===== config.mk =====
export PLATFORM = sky130hd
export DESIGN_NAME = pcm_power_clock_manager
export DESIGN_NICKNAME = d
export VERILOG_FILES = /design/src/pcm_pkg.sv /design/src/pcm_warmup_counter.sv /design/src/pcm_power_clock_manager.sv
export SDC_FILE = /design/constraint.sdc
export NUM_CORES = 1
export LEC_CHECK = 0
export ABC_AREA = 1
export BUFFER_PORTS_ARGS = -buffer_cell sky130_fd_sc_hd__buf_2
export CAP_MARGIN = 20
export CELL_PAD_IN_SITES_DETAIL_PLACEMENT = 0
export CELL_PAD_IN_SITES_GLOBAL_PLACEMENT = 2
export CORE_MARGIN = 1
export CORE_UTILIZATION = 31
export CTS_BUF_LIST = sky130_fd_sc_hd__clkbuf_16
export DETAILED_ROUTE_END_ITERATION = 7
export PLACE_DENSITY = 0.86
export SLEW_MARGIN = 20
export SYNTH_ARGS = -nofsm -noshare
export SYNTH_HDL_FRONTEND = slang
export SYNTH_SLANG_ARGS = --single-unit

===== constraint.sdc =====
create_clock -name CLK -period 3 [get_ports CLK]
set_input_delay 0.6 -clock CLK [delete_from_list [all_inputs] [get_ports CLK]]
set_output_delay 0.6 -clock CLK [all_outputs]
set_load 0.005 [all_outputs]

===== src/pcm_pkg.sv =====
package pcm_pkg;

	// ----------------------------------------------------------------
	// Register map (index = printed offset, byte address = 4 * index)
	// ----------------------------------------------------------------
	localparam int PCM_ADDR_W = 10;
	localparam logic [7:0] PCM_POWER_CONTROL_IDX = 8'h87;
	localparam logic [7:0] PCM_EXT_FLAG_CLOCK_SELECT_IDX = 8'h91;
	localparam logic [7:0] PCM_POWER_MGMT_IDX = 8'hC4;
	localparam logic [7:0] PCM_ACTIVITY_STATUS_IDX = 8'hC5;

	// ----------------------------------------------------------------
	// Field positions
	// ----------------------------------------------------------------
	localparam int PCM_PC_IDLE_BIT = 0;
	localparam int PCM_PC_STOP_BIT = 1;
	localparam int PCM_EX_CLOCK_SOURCE_SELECT_BIT = 3;
	localparam int PCM_EX_RING_ACTIVE_FLAG_BIT = 2;
	localparam int PCM_EX_RING_START_SELECT_BIT = 1;
	localparam int PCM_EX_BANDGAP_KEEP_ON_BIT = 0;
	localparam int PCM_PM_CYCLE_DIV_HI_BIT = 7;
	localparam int PCM_PM_CYCLE_DIV_LO_BIT = 6;
	localparam int PCM_PM_AUTO_SPEEDUP_ENABLE_BIT = 5;
	localparam int PCM_PM_CRYSTAL_DISABLE_BIT = 3;
	localparam int PCM_ST_POWERFAIL_LEVEL_BIT = 7;
	localparam int PCM_ST_HIGH_LEVEL_BIT = 6;
	localparam int PCM_ST_LOW_LEVEL_BIT = 5;
	localparam int PCM_ST_CRYSTAL_READY_BIT = 4;
	localparam int PCM_ST_SERIAL0_TX_BIT = 1;
	localparam int PCM_ST_SERIAL0_RX_BIT = 0;

	// ----------------------------------------------------------------
	// Divider codes and clocks per instruction cycle
	// ----------------------------------------------------------------
	localparam logic [1:0] PCM_DIV_RESERVED = 2'h0;
	localparam logic [1:0] PCM_DIV_4 = 2'h1;
	localparam logic [1:0] PCM_DIV_64 = 2'h2;
	localparam logic [1:0] PCM_DIV_1024 = 2'h3;
	localparam logic [10:0] PCM_CLKS_DIV_4 = 11'h004;
	localparam logic [10:0] PCM_CLKS_DIV_64 = 11'h040;
	localparam logic [10:0] PCM_CLKS_DIV_1024 = 11'h400;

	// ----------------------------------------------------------------
	// Reset values and timing
	// ----------------------------------------------------------------
	localparam logic PCM_CLOCK_SOURCE_SELECT_RST = 1'b1;
	localparam logic PCM_CRYSTAL_READY_RST = 1'b1;
	localparam logic [7:0] PCM_POWER_CONTROL_RST = 8'h00;
	localparam int PCM_WARMUP_XTAL_CLKS = 65536;

	// ----------------------------------------------------------------
	// Carriers and states
	// ----------------------------------------------------------------
	typedef struct packed {
		logic powerfail_in_service;
		logic high_in_service;
		logic low_in_service;
		logic serial0_tx_active;
		logic serial0_rx_active;
	} pcm_core_stat_t;

	typedef struct packed {
		logic any_irq;
		logic ext_irq;
		logic ext_irq_serviceable;
		logic serial_start_bit;
		logic serial_rx_enable;
		logic powerfail_irq;
		logic powerfail_rst;
	} pcm_wake_t;

	typedef enum logic [3:0] {
		PCM_S_RUN = 4'b0001,
		PCM_S_IDLE = 4'b0010,
		PCM_S_STOP = 4'b0100,
		PCM_S_WARM = 4'b1000
	} pcm_state_t;

endpackage


===== src/pcm_warmup_counter.sv =====
`timescale 1ns/1ps
`default_nettype none

module pcm_warmup_counter
	import pcm_pkg::*;
#(
	parameter int COUNT = 65536,
	parameter bit DONE_AT_RESET = 1'b1
)
(
	// Clock and reset
	input wire logic clk,
	input wire logic rst_n,
	// Control
	input wire logic restart,
	input wire logic tick,
	// Result
	output logic done
);

	localparam int W = $clog2(COUNT + 1);

	logic [W-1:0] cnt_reg;
	logic done_reg;

	// Count ticks; held cleared while restart stands
	always_ff @(posedge clk or negedge rst_n)
	begin
		if (!rst_n)
		begin
			cnt_reg <= '0;
			done_reg <= DONE_AT_RESET;
		end
		else if (restart)
		begin
			cnt_reg <= '0;
			done_reg <= 1'b0;
		end
		else if (tick && !done_reg)
		begin
			if (cnt_reg == W'(COUNT - 1))
				done_reg <= 1'b1;
			cnt_reg <= cnt_reg + W'(1);
		end
	end

	assign done = done_reg;

endmodule

`default_nettype wire


===== src/pcm_power_clock_manager.sv =====
//
// Behaviour
// - Divider field: 01 four clocks, 10 sixty-four, 11 1024; resets to 01.
// - Slow divider codes accepted only while the field holds 01.
// - Source select 1 crystal, 0 ring; 0->1 needs crystal ready and enabled.
// - Ring flag reads 1 while CPU runs from ring; resets 0.
// - With auto speedup enabled, switchback events restore divide by four.
// - Crystal disable stops amplifier; setting only allowed while ring selected.
// - Three status bits show power-fail, high, low level in service.
// - Crystal ready flag shows stable oscillation; resets to 1.
// - Serial 0 transmit and receive activity flags; reset 0.
// - Power control bit 0 enters IDLE; peripherals run, CPU halts.
// - IDLE ends on any interrupt or reset.
// - Power control bit 1 enters STOP, halting all clocks and crystal.
// - STOP ends only on external interrupt, reset, or power-fail interrupt with band-gap kept on.
// - Band-gap keep-on bit keeps reference on in STOP only.
// - With band-gap kept on, power-fail interrupt and reset end STOP.
// - STOP with band-gap off drives supply reset output low.
// - Ring start select runs CPU from ring right after STOP wake.
// - After ring wake, switch to crystal after 65536 crystal clocks.
// - New divider applies one instruction cycle later, to all functions.
// - Switchback on serviceable external interrupt or enabled serial start bit.
// - Slow divider writes blocked while any serial activity flag is set.
// - Crystal ready set 65536 crystal clocks after crystal disable clears.
//
// Design decision made here: register access over APB.
`timescale 1ns/1ps
`default_nettype none

module pcm_power_clock_manager
	import pcm_pkg::*;
#(
	parameter int WARMUP_CLKS = PCM_WARMUP_XTAL_CLKS
)
(
	// Clock and reset
	input wire logic CLK,
	input wire logic RST_N,
	// APB slave
	input wire logic PSEL,
	input wire logic PENABLE,
	input wire logic PWRITE,
	input wire logic [PCM_ADDR_W-1:0] PADDR,
	input wire logic [31:0] PWDATA,
	output logic [31:0] PRDATA,
	output logic PREADY,
	output logic PSLVERR,
	// Core status and wake sources
	input wire pcm_core_stat_t CORE_STAT,
	input wire pcm_wake_t WAKE,
	// One pulse per crystal oscillator clock
	input wire logic XTAL_TICK,
	// Clock control outputs
	output logic CYCLE_STB,
	output logic [1:0] CYCLE_DIV,
	output logic CPU_RUN,
	output logic CLOCKS_ON,
	output logic USE_RING,
	output logic XTAL_AMP_EN,
	// Power outputs
	output logic BANDGAP_ON,
	output logic SUPPLY_RESET_OUT_N,
	output logic PF_RESET_REQ
);

	// ----------------------------------------------------------------
	// Declarations
	// ----------------------------------------------------------------
	pcm_state_t state_reg;
	pcm_state_t state_next;
	logic [7:0] power_control_reg;
	logic [1:0] cycle_div_reg;
	logic [1:0] cycle_div_eff_reg;
	logic auto_speedup_enable_reg;
	logic crystal_disable_reg;
	logic clock_source_select_reg;
	logic ring_start_select_reg;
	logic bandgap_keep_on_reg;
	logic ring_forced_reg;
	pcm_core_stat_t stat_reg;
	logic [10:0] cyc_cnt_reg;
	logic [10:0] cyc_len;
	logic cycle_stb_reg;
	logic pf_reset_reg;
	logic crystal_ready;
	logic amp_en;
	logic stop_wake;
	logic switchback;
	logic serial_busy;
	logic wr_en;
	logic [7:0] reg_idx;
	logic hit_pc;
	logic hit_ex;
	logic hit_pm;
	logic hit_st;
	logic [1:0] wr_div;
	logic [7:0] rd_byte;

	// ----------------------------------------------------------------
	// APB decode
	// ----------------------------------------------------------------
	// Word addressed: index sits above the two byte bits
	assign reg_idx = PADDR[PCM_ADDR_W-1:2];
	assign hit_pc = (reg_idx == PCM_POWER_CONTROL_IDX);
	assign hit_ex = (reg_idx == PCM_EXT_FLAG_CLOCK_SELECT_IDX);
	assign hit_pm = (reg_idx == PCM_POWER_MGMT_IDX);
	assign hit_st = (reg_idx == PCM_ACTIVITY_STATUS_IDX);
	assign wr_en = PSEL && PENABLE && PWRITE;
	assign wr_div = PWDATA[PCM_PM_CYCLE_DIV_HI_BIT:PCM_PM_CYCLE_DIV_LO_BIT];

	// Zero wait states; unmapped addresses answer with an error
	assign PREADY = 1'b1;
	assign PSLVERR = PSEL && PENABLE && !(hit_pc || hit_ex || hit_pm || hit_st);

	// ----------------------------------------------------------------
	// Status sampling
	// ----------------------------------------------------------------
	// Status inputs are registered so reads show a stable copy
	always_ff @(posedge CLK or negedge RST_N)
	begin
		if (!RST_N)
			stat_reg <= '0;
		else
			stat_reg <= CORE_STAT;
	end

	assign serial_busy = stat_reg.serial0_tx_active || stat_reg.serial0_rx_active;

	assign switchback = auto_speedup_enable_reg &&
		(WAKE.ext_irq_serviceable || (WAKE.serial_start_bit && WAKE.serial_rx_enable));

	// ----------------------------------------------------------------
	// Cycle divider field
	// ----------------------------------------------------------------
	// Hardware switchback wins over a software write in the same cycle
	always_ff @(posedge CLK or negedge RST_N)
	begin
		if (!RST_N)
			cycle_div_reg <= PCM_DIV_4;
		else if (switchback)
			cycle_div_reg <= PCM_DIV_4;
		else if (wr_en && hit_pm)
		begin
			if (wr_div == PCM_DIV_4)
				cycle_div_reg <= PCM_DIV_4;
			else if (wr_div != PCM_DIV_RESERVED && cycle_div_reg == PCM_DIV_4 && !serial_busy)
				cycle_div_reg <= wr_div;
		end
	end

	// ----------------------------------------------------------------
	// Other power management bits
	// ----------------------------------------------------------------
	always_ff @(posedge CLK or negedge RST_N)
	begin
		if (!RST_N)
		begin
			auto_speedup_enable_reg <= 1'b0;
			crystal_disable_reg <= 1'b0;
		end
		else if (wr_en && hit_pm)
		begin
			auto_speedup_enable_reg <= PWDATA[PCM_PM_AUTO_SPEEDUP_ENABLE_BIT];
			if (!PWDATA[PCM_PM_CRYSTAL_DISABLE_BIT] || !clock_source_select_reg)
				crystal_disable_reg <= PWDATA[PCM_PM_CRYSTAL_DISABLE_BIT];
		end
	end

	// ----------------------------------------------------------------
	// Clock source and STOP options
	// ----------------------------------------------------------------
	always_ff @(posedge CLK or negedge RST_N)
	begin
		if (!RST_N)
		begin
			clock_source_select_reg <= PCM_CLOCK_SOURCE_SELECT_RST;
			ring_start_select_reg <= 1'b0;
			bandgap_keep_on_reg <= 1'b0;
		end
		else if (wr_en && hit_ex)
		begin
			// crystal only when ready and enabled
			if (!PWDATA[PCM_EX_CLOCK_SOURCE_SELECT_BIT] || clock_source_select_reg ||
				(crystal_ready && !crystal_disable_reg))
				clock_source_select_reg <= PWDATA[PCM_EX_CLOCK_SOURCE_SELECT_BIT];
			ring_start_select_reg <= PWDATA[PCM_EX_RING_START_SELECT_BIT];
			bandgap_keep_on_reg <= PWDATA[PCM_EX_BANDGAP_KEEP_ON_BIT];
		end
	end

	// ----------------------------------------------------------------
	// Crystal warm-up
	// ----------------------------------------------------------------
	// amplifier off when disabled or in STOP
	assign amp_en = !crystal_disable_reg && (state_reg != PCM_S_STOP);

	pcm_warmup_counter #(
		.COUNT(WARMUP_CLKS),
		.DONE_AT_RESET(PCM_CRYSTAL_READY_RST)
	) u_warmup (
		.clk(CLK),
		.rst_n(RST_N),
		.restart(!amp_en),
		.tick(XTAL_TICK),
		.done(crystal_ready)
	);

	// Ring stands in after a ring wake until the crystal is stable
	always_ff @(posedge CLK or negedge RST_N)
	begin
		if (!RST_N)
			ring_forced_reg <= 1'b0;
		else if (state_reg == PCM_S_STOP && stop_wake && ring_start_select_reg)
			ring_forced_reg <= 1'b1;
		else if (crystal_ready)
			ring_forced_reg <= 1'b0;
	end

	// ----------------------------------------------------------------
	// Power control register
	// ----------------------------------------------------------------
	// Mode bits clear themselves when the mode ends; a write in that
	// same cycle wins so a request is never lost
	always_ff @(posedge CLK or negedge RST_N)
	begin
		if (!RST_N)
			power_control_reg <= PCM_POWER_CONTROL_RST;
		else if (wr_en && hit_pc)
			power_control_reg <= PWDATA[7:0];
		else if ((state_reg == PCM_S_IDLE || state_reg == PCM_S_STOP) &&
			state_next != state_reg)
		begin
			power_control_reg[PCM_PC_IDLE_BIT] <= 1'b0;
			power_control_reg[PCM_PC_STOP_BIT] <= 1'b0;
		end
	end

	// ----------------------------------------------------------------
	// Mode state machine
	// ----------------------------------------------------------------
	// STOP wake sources
	assign stop_wake = WAKE.ext_irq || (bandgap_keep_on_reg && WAKE.powerfail_irq);

	always_comb
	begin
		state_next = state_reg;
		case (state_reg)
			PCM_S_RUN:
			begin
				if (power_control_reg[PCM_PC_STOP_BIT])
					state_next = PCM_S_STOP;
				else if (power_control_reg[PCM_PC_IDLE_BIT])
					state_next = PCM_S_IDLE;
			end
			PCM_S_IDLE:
			begin
				if (WAKE.any_irq)
					state_next = PCM_S_RUN;
			end
			PCM_S_STOP:
			begin
				if (stop_wake && (ring_start_select_reg || !clock_source_select_reg))
					state_next = PCM_S_RUN;
				else if (stop_wake)
					state_next = PCM_S_WARM;
			end
			PCM_S_WARM:
			begin
				if (crystal_ready)
					state_next = PCM_S_RUN;
			end
			default:
				state_next = PCM_S_RUN;
		endcase
	end

	always_ff @(posedge CLK or negedge RST_N)
	begin
		if (!RST_N)
			state_reg <= PCM_S_RUN;
		else
			state_reg <= state_next;
	end

	// Power-fail reset is only sensed while the reference is powered
	always_ff @(posedge CLK or negedge RST_N)
	begin
		if (!RST_N)
			pf_reset_reg <= 1'b0;
		else
			pf_reset_reg <= WAKE.powerfail_rst &&
				(state_reg != PCM_S_STOP || bandgap_keep_on_reg);
	end

	// ----------------------------------------------------------------
	// Instruction cycle prescaler
	// ----------------------------------------------------------------
	always_comb
	begin
		case (cycle_div_eff_reg)
			PCM_DIV_64: cyc_len = PCM_CLKS_DIV_64;
			PCM_DIV_1024: cyc_len = PCM_CLKS_DIV_1024;
			default: cyc_len = PCM_CLKS_DIV_4;
		endcase
	end

	// Counter freezes while clocks are stopped so no cycle is issued
	always_ff @(posedge CLK or negedge RST_N)
	begin
		if (!RST_N)
		begin
			cyc_cnt_reg <= '0;
			cycle_stb_reg <= 1'b0;
			cycle_div_eff_reg <= PCM_DIV_4;
		end
		// Also frozen on the entry edge, so no strobe escapes into STOP
		else if (state_reg == PCM_S_STOP || state_reg == PCM_S_WARM ||
			state_next == PCM_S_STOP)
			cycle_stb_reg <= 1'b0;
		else if (cyc_cnt_reg == cyc_len - 11'h001)
		begin
			cyc_cnt_reg <= '0;
			cycle_stb_reg <= 1'b1;
			cycle_div_eff_reg <= cycle_div_reg;
		end
		else
		begin
			cyc_cnt_reg <= cyc_cnt_reg + 11'h001;
			cycle_stb_reg <= 1'b0;
		end
	end

	// ----------------------------------------------------------------
	// Read mux
	// ----------------------------------------------------------------
	always_comb
	begin
		rd_byte = 8'h00;
		if (hit_pc)
			rd_byte = power_control_reg;
		else if (hit_ex)
		begin
			rd_byte[PCM_EX_CLOCK_SOURCE_SELECT_BIT] = clock_source_select_reg;
			rd_byte[PCM_EX_RING_ACTIVE_FLAG_BIT] = USE_RING;
			rd_byte[PCM_EX_RING_START_SELECT_BIT] = ring_start_select_reg;
			rd_byte[PCM_EX_BANDGAP_KEEP_ON_BIT] = bandgap_keep_on_reg;
		end
		else if (hit_pm)
		begin
			rd_byte[PCM_PM_CYCLE_DIV_HI_BIT:PCM_PM_CYCLE_DIV_LO_BIT] = cycle_div_reg;
			rd_byte[PCM_PM_AUTO_SPEEDUP_ENABLE_BIT] = auto_speedup_enable_reg;
			rd_byte[PCM_PM_CRYSTAL_DISABLE_BIT] = crystal_disable_reg;
		end
		else if (hit_st)
		begin
			rd_byte[PCM_ST_POWERFAIL_LEVEL_BIT] = stat_reg.powerfail_in_service;
			rd_byte[PCM_ST_HIGH_LEVEL_BIT] = stat_reg.high_in_service;
			rd_byte[PCM_ST_LOW_LEVEL_BIT] = stat_reg.low_in_service;
			rd_byte[PCM_ST_CRYSTAL_READY_BIT] = crystal_ready;
			rd_byte[PCM_ST_SERIAL0_TX_BIT] = stat_reg.serial0_tx_active;
			rd_byte[PCM_ST_SERIAL0_RX_BIT] = stat_reg.serial0_rx_active;
		end
	end

	assign PRDATA = (PSEL && !PWRITE) ? {24'h000000, rd_byte} : 32'h00000000;

	// ----------------------------------------------------------------
	// Outputs
	// ----------------------------------------------------------------
	assign CYCLE_STB = cycle_stb_reg;
	assign CYCLE_DIV = cycle_div_eff_reg;
	// CPU halted in IDLE, STOP and warm-up
	assign CPU_RUN = (state_reg == PCM_S_RUN);
	assign CLOCKS_ON = (state_reg == PCM_S_RUN || state_reg == PCM_S_IDLE);
	assign USE_RING = !clock_source_select_reg || ring_forced_reg;
	assign XTAL_AMP_EN = amp_en;
	assign BANDGAP_ON = (state_reg != PCM_S_STOP) || bandgap_keep_on_reg;
	// supply reset low in bare STOP
	assign SUPPLY_RESET_OUT_N = !(state_reg == PCM_S_STOP && !bandgap_keep_on_reg);
	assign PF_RESET_REQ = pf_reset_reg;

endmodule

`default_nettype wire


* Word level (Yosys, flattened, before mapping) *
Cells that the tools add are included.

operators by class
  reductions and logical operators = 56
  divide/modulo/power cells = 0
  equality and inequality tests = 19
  bitwise operators = 1
  $mul = 0
  $add $sub $neg = 3
  order comparisons = 0
  mux-type cells = 36
  shifts and indexed selects = 0

operators with widths
  operator                 number
  $mux W17                 2
  $eq A8 B8 Y1 const B     4
  $mux W4                  8
  $pmux W11 S2             1
  $logic_and A1 B1 Y1      21
  $mux W2                  9
  $add A17 B1 Y17 const B  1
  $eq A17 B16 Y1 const B   1
  $logic_or A1 B1 Y1       16
  $mux W8                  2
  $pmux W4 S4              1
  $add A11 B1 Y11 const B  1
  $eq A11 B11 Y1           1
  $mux W1                  11
  $mux W11                 1
  $sub A11 B1 Y11 const B  1
  $reduce_and A2 Y1        5
  $logic_not A1 Y1         9
  $eq A4 B3 Y1 const B     2
  $reduce_bool A2 Y1       4
  $eq A2 B1 Y1 const B     2
  $eq A2 B2 Y1 const B     2
  $eq A4 B1 Y1 const B     1
  $eq A4 B2 Y1 const B     1
  other kinds (7)          8

word-level totals
  bits of input ports = 60
  logic and storage cells = 136
  bits in registers = 58
  memory bits (read-only) = 0
  output and inout port bits = 44
  memories = 0
  latch bits = 0
  RAM bits = 0

* Longest topological paths before layout *
  depth after elaboration = 9
  gate-level depth with buffers = 12
  depth with buffers taken out = 12

* Hierarchy *
Synthesis repeated with hierarchy kept, for this count alone.

second synthesis, totals
  cells, all modules = 480
  area, all modules = 3540.9 um2

by module, submodules not included
  module                   instances  sequential area each (um2)  cells each  area each (um2)
  pcm_power_clock_manager  1          1006.0                      342         2543.7
  pcm_warmup_counter       1          451.7                       138         997.2

* Worst setup path before layout *
No wires, ideal clock.

  path kind = in2out
  start point = input PADDR[3]
  end point = output PRDATA[0]
  path buffers = 0
  arrival time = 1.521 ns
  path slack = 0.879 ns
  stages = 7
  cell sequence = inv_1 > nand2_1 > nor3_1 > nand2_1 > o221ai_1 > nand2_1 > inv_1

between the ends
  longest elaborated chain between the ends = 6
  elaborated cells between the ends (all ways) = 9
  classes of those cells = eq/ne: 4; mux: 5

ends and longest elaborated chain
  item             RTL line                        text
  start, declared  pcm_power_clock_manager.sv:43   input wire logic [PCM_ADDR_W-1:0] PADDR,
  $eq A8 B8 Y1     pcm_power_clock_manager.sv:107  assign hit_st = (reg_idx == PCM_ACTIVITY_STATUS_IDX);
  $mux W2          pcm_power_clock_manager.sv:354  else if (hit_st)
  $mux W2          pcm_power_clock_manager.sv:348  else if (hit_pm)
  $mux W2          pcm_power_clock_manager.sv:341  else if (hit_ex)
  $mux W8 *        pcm_power_clock_manager.sv:339  if (hit_pc)
  $mux W8 *        pcm_power_clock_manager.sv:365  assign PRDATA = (PSEL && !PWRITE) ? {24'h000000, rd_byte} : 32'h00000000;
  end, declared    pcm_power_clock_manager.sv:45   output logic [31:0] PRDATA,

Every way passes the cells marked *; elsewhere a longest branch is shown, timed or not.

* Worst setup path in the final report *
  start point = input PADDR[8]
  end point = output PRDATA[3]

between the ends
  longest elaborated chain between the ends = 5
  elaborated cells between the ends (all ways) = 7
  classes of those cells = eq/ne: 3; mux: 4

ends and longest elaborated chain
  item          RTL line                        text
  $eq A8 B8 Y1  pcm_power_clock_manager.sv:106  assign hit_pm = (reg_idx == PCM_POWER_MGMT_IDX);
  $mux W1       pcm_power_clock_manager.sv:348
  $mux W1       pcm_power_clock_manager.sv:341
  $mux W8 *     pcm_power_clock_manager.sv:339
  $mux W8 *     pcm_power_clock_manager.sv:365

Marks and branches as above.

==> summary.txt <==
STA
  – Final Skew: 0.004442 ns
  – Final hold slack: 0.3837 ns
  – Post-layout worst setup margin: 0.5354 ns
  – Final min period: 2.465 ns
  – Hold Vio Cnt, Final: 0
  – Max-slew violations: 0
  – Worst-Margin Slew: 0.7317 ns
  – Setup TNS: 0 ns
  – Max Freq: 405.7 MHz
  – Slew HR: 0.5122
  – # setup viols final: 0
  – Fin crit share: 0.8215
  – RSZ-0062 raised after global routing: false

Route
  – Vias per cell: 4.508
  – DRT Pass-1 Iters: 4
  – Initial drt markers: 127
  – Via count: 3016
  – DRC errors left: 0
  – Final wirelength: 7.875 mm
  – Post-route ant nets: 0
  – Max layer used: met5
  – Wire length on met3: 321 um
  – Met2 wire length: 3.704 mm
  – Wire per inst: 11.77 um
  – Met1 wire length: 3.755 mm

Logic synthesis
  – Synth area leaders: dfrtp_1 (38%), nand2_1 (12%), inv_1 (7.3%)
  – Synth cell types: 41
  – Share of the synthesized area in the top cell type: 0.3768
  – Synth top cells by count: nand2_1 (112), inv_1 (68), dfrtp_1 (53)
  – Top-count cell post-synth: nand2_1
  – Async SR Flop Fraction: 1.000
  – Syn. warnings: 0
  – Mapped Avg Cell Area: 7.553 um2
  – Mapped Cells: 466
  – Post-synth top area cell: dfrtp_1
  – Synthesized flop and latch total: 58
  – Sequential share of the synthesized area: 0.4141
  – Post-synthesis cell area: 0.003520 mm2
  – Number of flops mapped to enable cells by yosys: 0
  – Main flop type after synthesis: dfrtp_1

Layout
  – Ant diodes: 0
  – Share of cells above drive strength 1: 0.1985
  – Final Core Density: 0.3787
  – Filler cell count: 1198
  – Nets: 587
  – Multi-input gate area: 0.001647 mm2
  – Max reg flops: 17
  – Cell Count, Final, Fillers Out: 669
  – Register area: 0.001458 mm2
  – Layout Cell Area excl Fill: 0.004141 mm2
  – Layout area overhead: 17.67%

Worst setup path
  – Crit path launch: PADDR[8]
  – R2R cell count: 9
  – Setup crit end: PRDATA[3]
  – WS Path Type: in2out
  – Register-to-register setup slack: 0.92 ns
  – R2R Path End: CYCLE_DIV[1]
  – CP Max Fanout: 6
  – CP Launch Type: input pin
  – Setup crit end kind: output port
  – Crit path required time: 2.40 ns
  – R2R Path Start: state_reg[0]
  – CP arrival: 1.86 ns

Power and ir drop
  – Total power: 2.772 mW
  – Worst VDD drop: 0.4665 mV
  – Power per cell area: 669.3 mW/mm2
  – Leak: 2.188 nW

Die
  – Die Y: 108.6 um
  – Cell Rows: 38
  – Die area: 0.01178 mm2
  – # IOs: 104
  – Starting Density: 0.3219
  – Core ar.: 0.01094 mm2
  – Chip width: 108.6 um

Place
  – Final weighted congestion in routability-driven placement: 0.7813
  – I/O Buffers: 52
  – Post-DP Area: 0.003832 mm2
  – Place WS: 0.5439 ns
  – Placed Cells: 653
  – Post-DP HPWL: 5.941 mm

Clock tree
  – Clock Tree Buf Depth: 2
  – Worst-skew pair later-pin latency: 0.32 ns
  – Post-CTS setup buffer count: 0
  – CTS Hold Bufs: 0
  – Root Driver: clkbuf_16
  – Reg clk slew, reported paths: 0.05 ns
  – CTS tree: done
  – CTS resizes: 0
  – H-tree lvl count: 3
  – CTS Buf Count: 9
  – CTS sink count: 58

Worst hold path
  – Worst hold path type: in2reg

Global route
  – GRT overflow: 0
  – Vias in the first global route: 2859
  – Antenna violations before repair: 1
  – First-pass GRT wire length: 13.50 mm
  – Largest net degree at the start of global routing: 59
  – Global Route Usage Sum: 0.1475

Run status
  – Status: finished, final reports clean

Flow run
  – Max Cap Violations: 0
-- layout make-up --
cell class | count | share of cell area
tap | 140 | 0.04230
inverter | 74 | 0.06707
clock buffer | 9 | 0.05438
sequential | 58 | 0.3520
timing repair buffer | 54 | 0.06647
clock inverter | 7 | 0.02024
multi-input combinational | 327 | 0.3976
-- worst max-delay path, cell delays in order --
cell      delay [ns]
buf_2           0.11
inv_1           0.04
nand2_1         0.10
nor3_1          0.19
nand2_1         0.18
inv_1           0.22
nand2_1         0.08
o221ai_1        0.08
nand2_1         0.07
inv_1           0.08
buf_2           0.11
-- cell usage in the layout, fill, tap and decap left out, types with 4 or more instances in the layout --
cell type and n:
o21ai_0 22, o21ai_1 5, nor2_2 4, inv_2 6, inv_1 68, nand2_1 112
clkinv_2 4, buf_2 52, nor2_1 37, nor3_1 19, a21oi_1 27, conb_1 25
nand3_1 32, nor2_4 4, dfstp_2 5, dfrtp_1 53, clkbuf_16 9
-- power breakdown --
group          total (mW)  internal [mW]  switching [mW]
Combinational       0.643          0.240           0.403
Clock                1.06          0.717           0.346
Sequential           1.07          0.927           0.139
-- worst min path at each step --
stage	slack, ns	endpoint	depth (start not counted)	from
6_report	0.38	stat_reg[2]	1	CORE_STAT[2]
5_1_grt	0.37	stat_reg[2]	1	CORE_STAT[2]
4_1_cts	0.37	stat_reg[2]	1	CORE_STAT[2]
3_5_place_dp	0.47	power_control_reg[4]	2	power_control_reg[4]
3_3_place_gp	0.46	power_control_reg[7]	2	power_control_reg[7]
2_1_floorplan	0.30	CYCLE_DIV[1]	0	RST_N
-- cells by family (layout without fill, tap and decap cells) --
| group | Yosys count | count (layout) | share of synthesized area |
|---|---|---|---|
| xor gates and xnor gates | 1 | 1 | 0.002489 |
| other | 2 | 25 | 0.002134 |
| AOI/OAI and AO/OA | 70 | 70 | 0.1116 |
| buffers and inverters | 104 | 144 | 0.1425 |
| adders and majority gates | 3 | 3 | 0.01067 |
| muxes | 1 | 1 | 0.002844 |
| DFF | 58 | 58 | 0.4141 |
| and+or+nand+nor | 227 | 227 | 0.3135 |
-- layer usage --
layer | track usage | up-vias
met1 | 0.1943 | 1396
met4 | 0.04633 | 2
met3 | 0.03978 | 10
met5 | 0 | -
li1 | - | 1556
met2 | 0.2346 | 52
(Power assumes the default switching activity.)
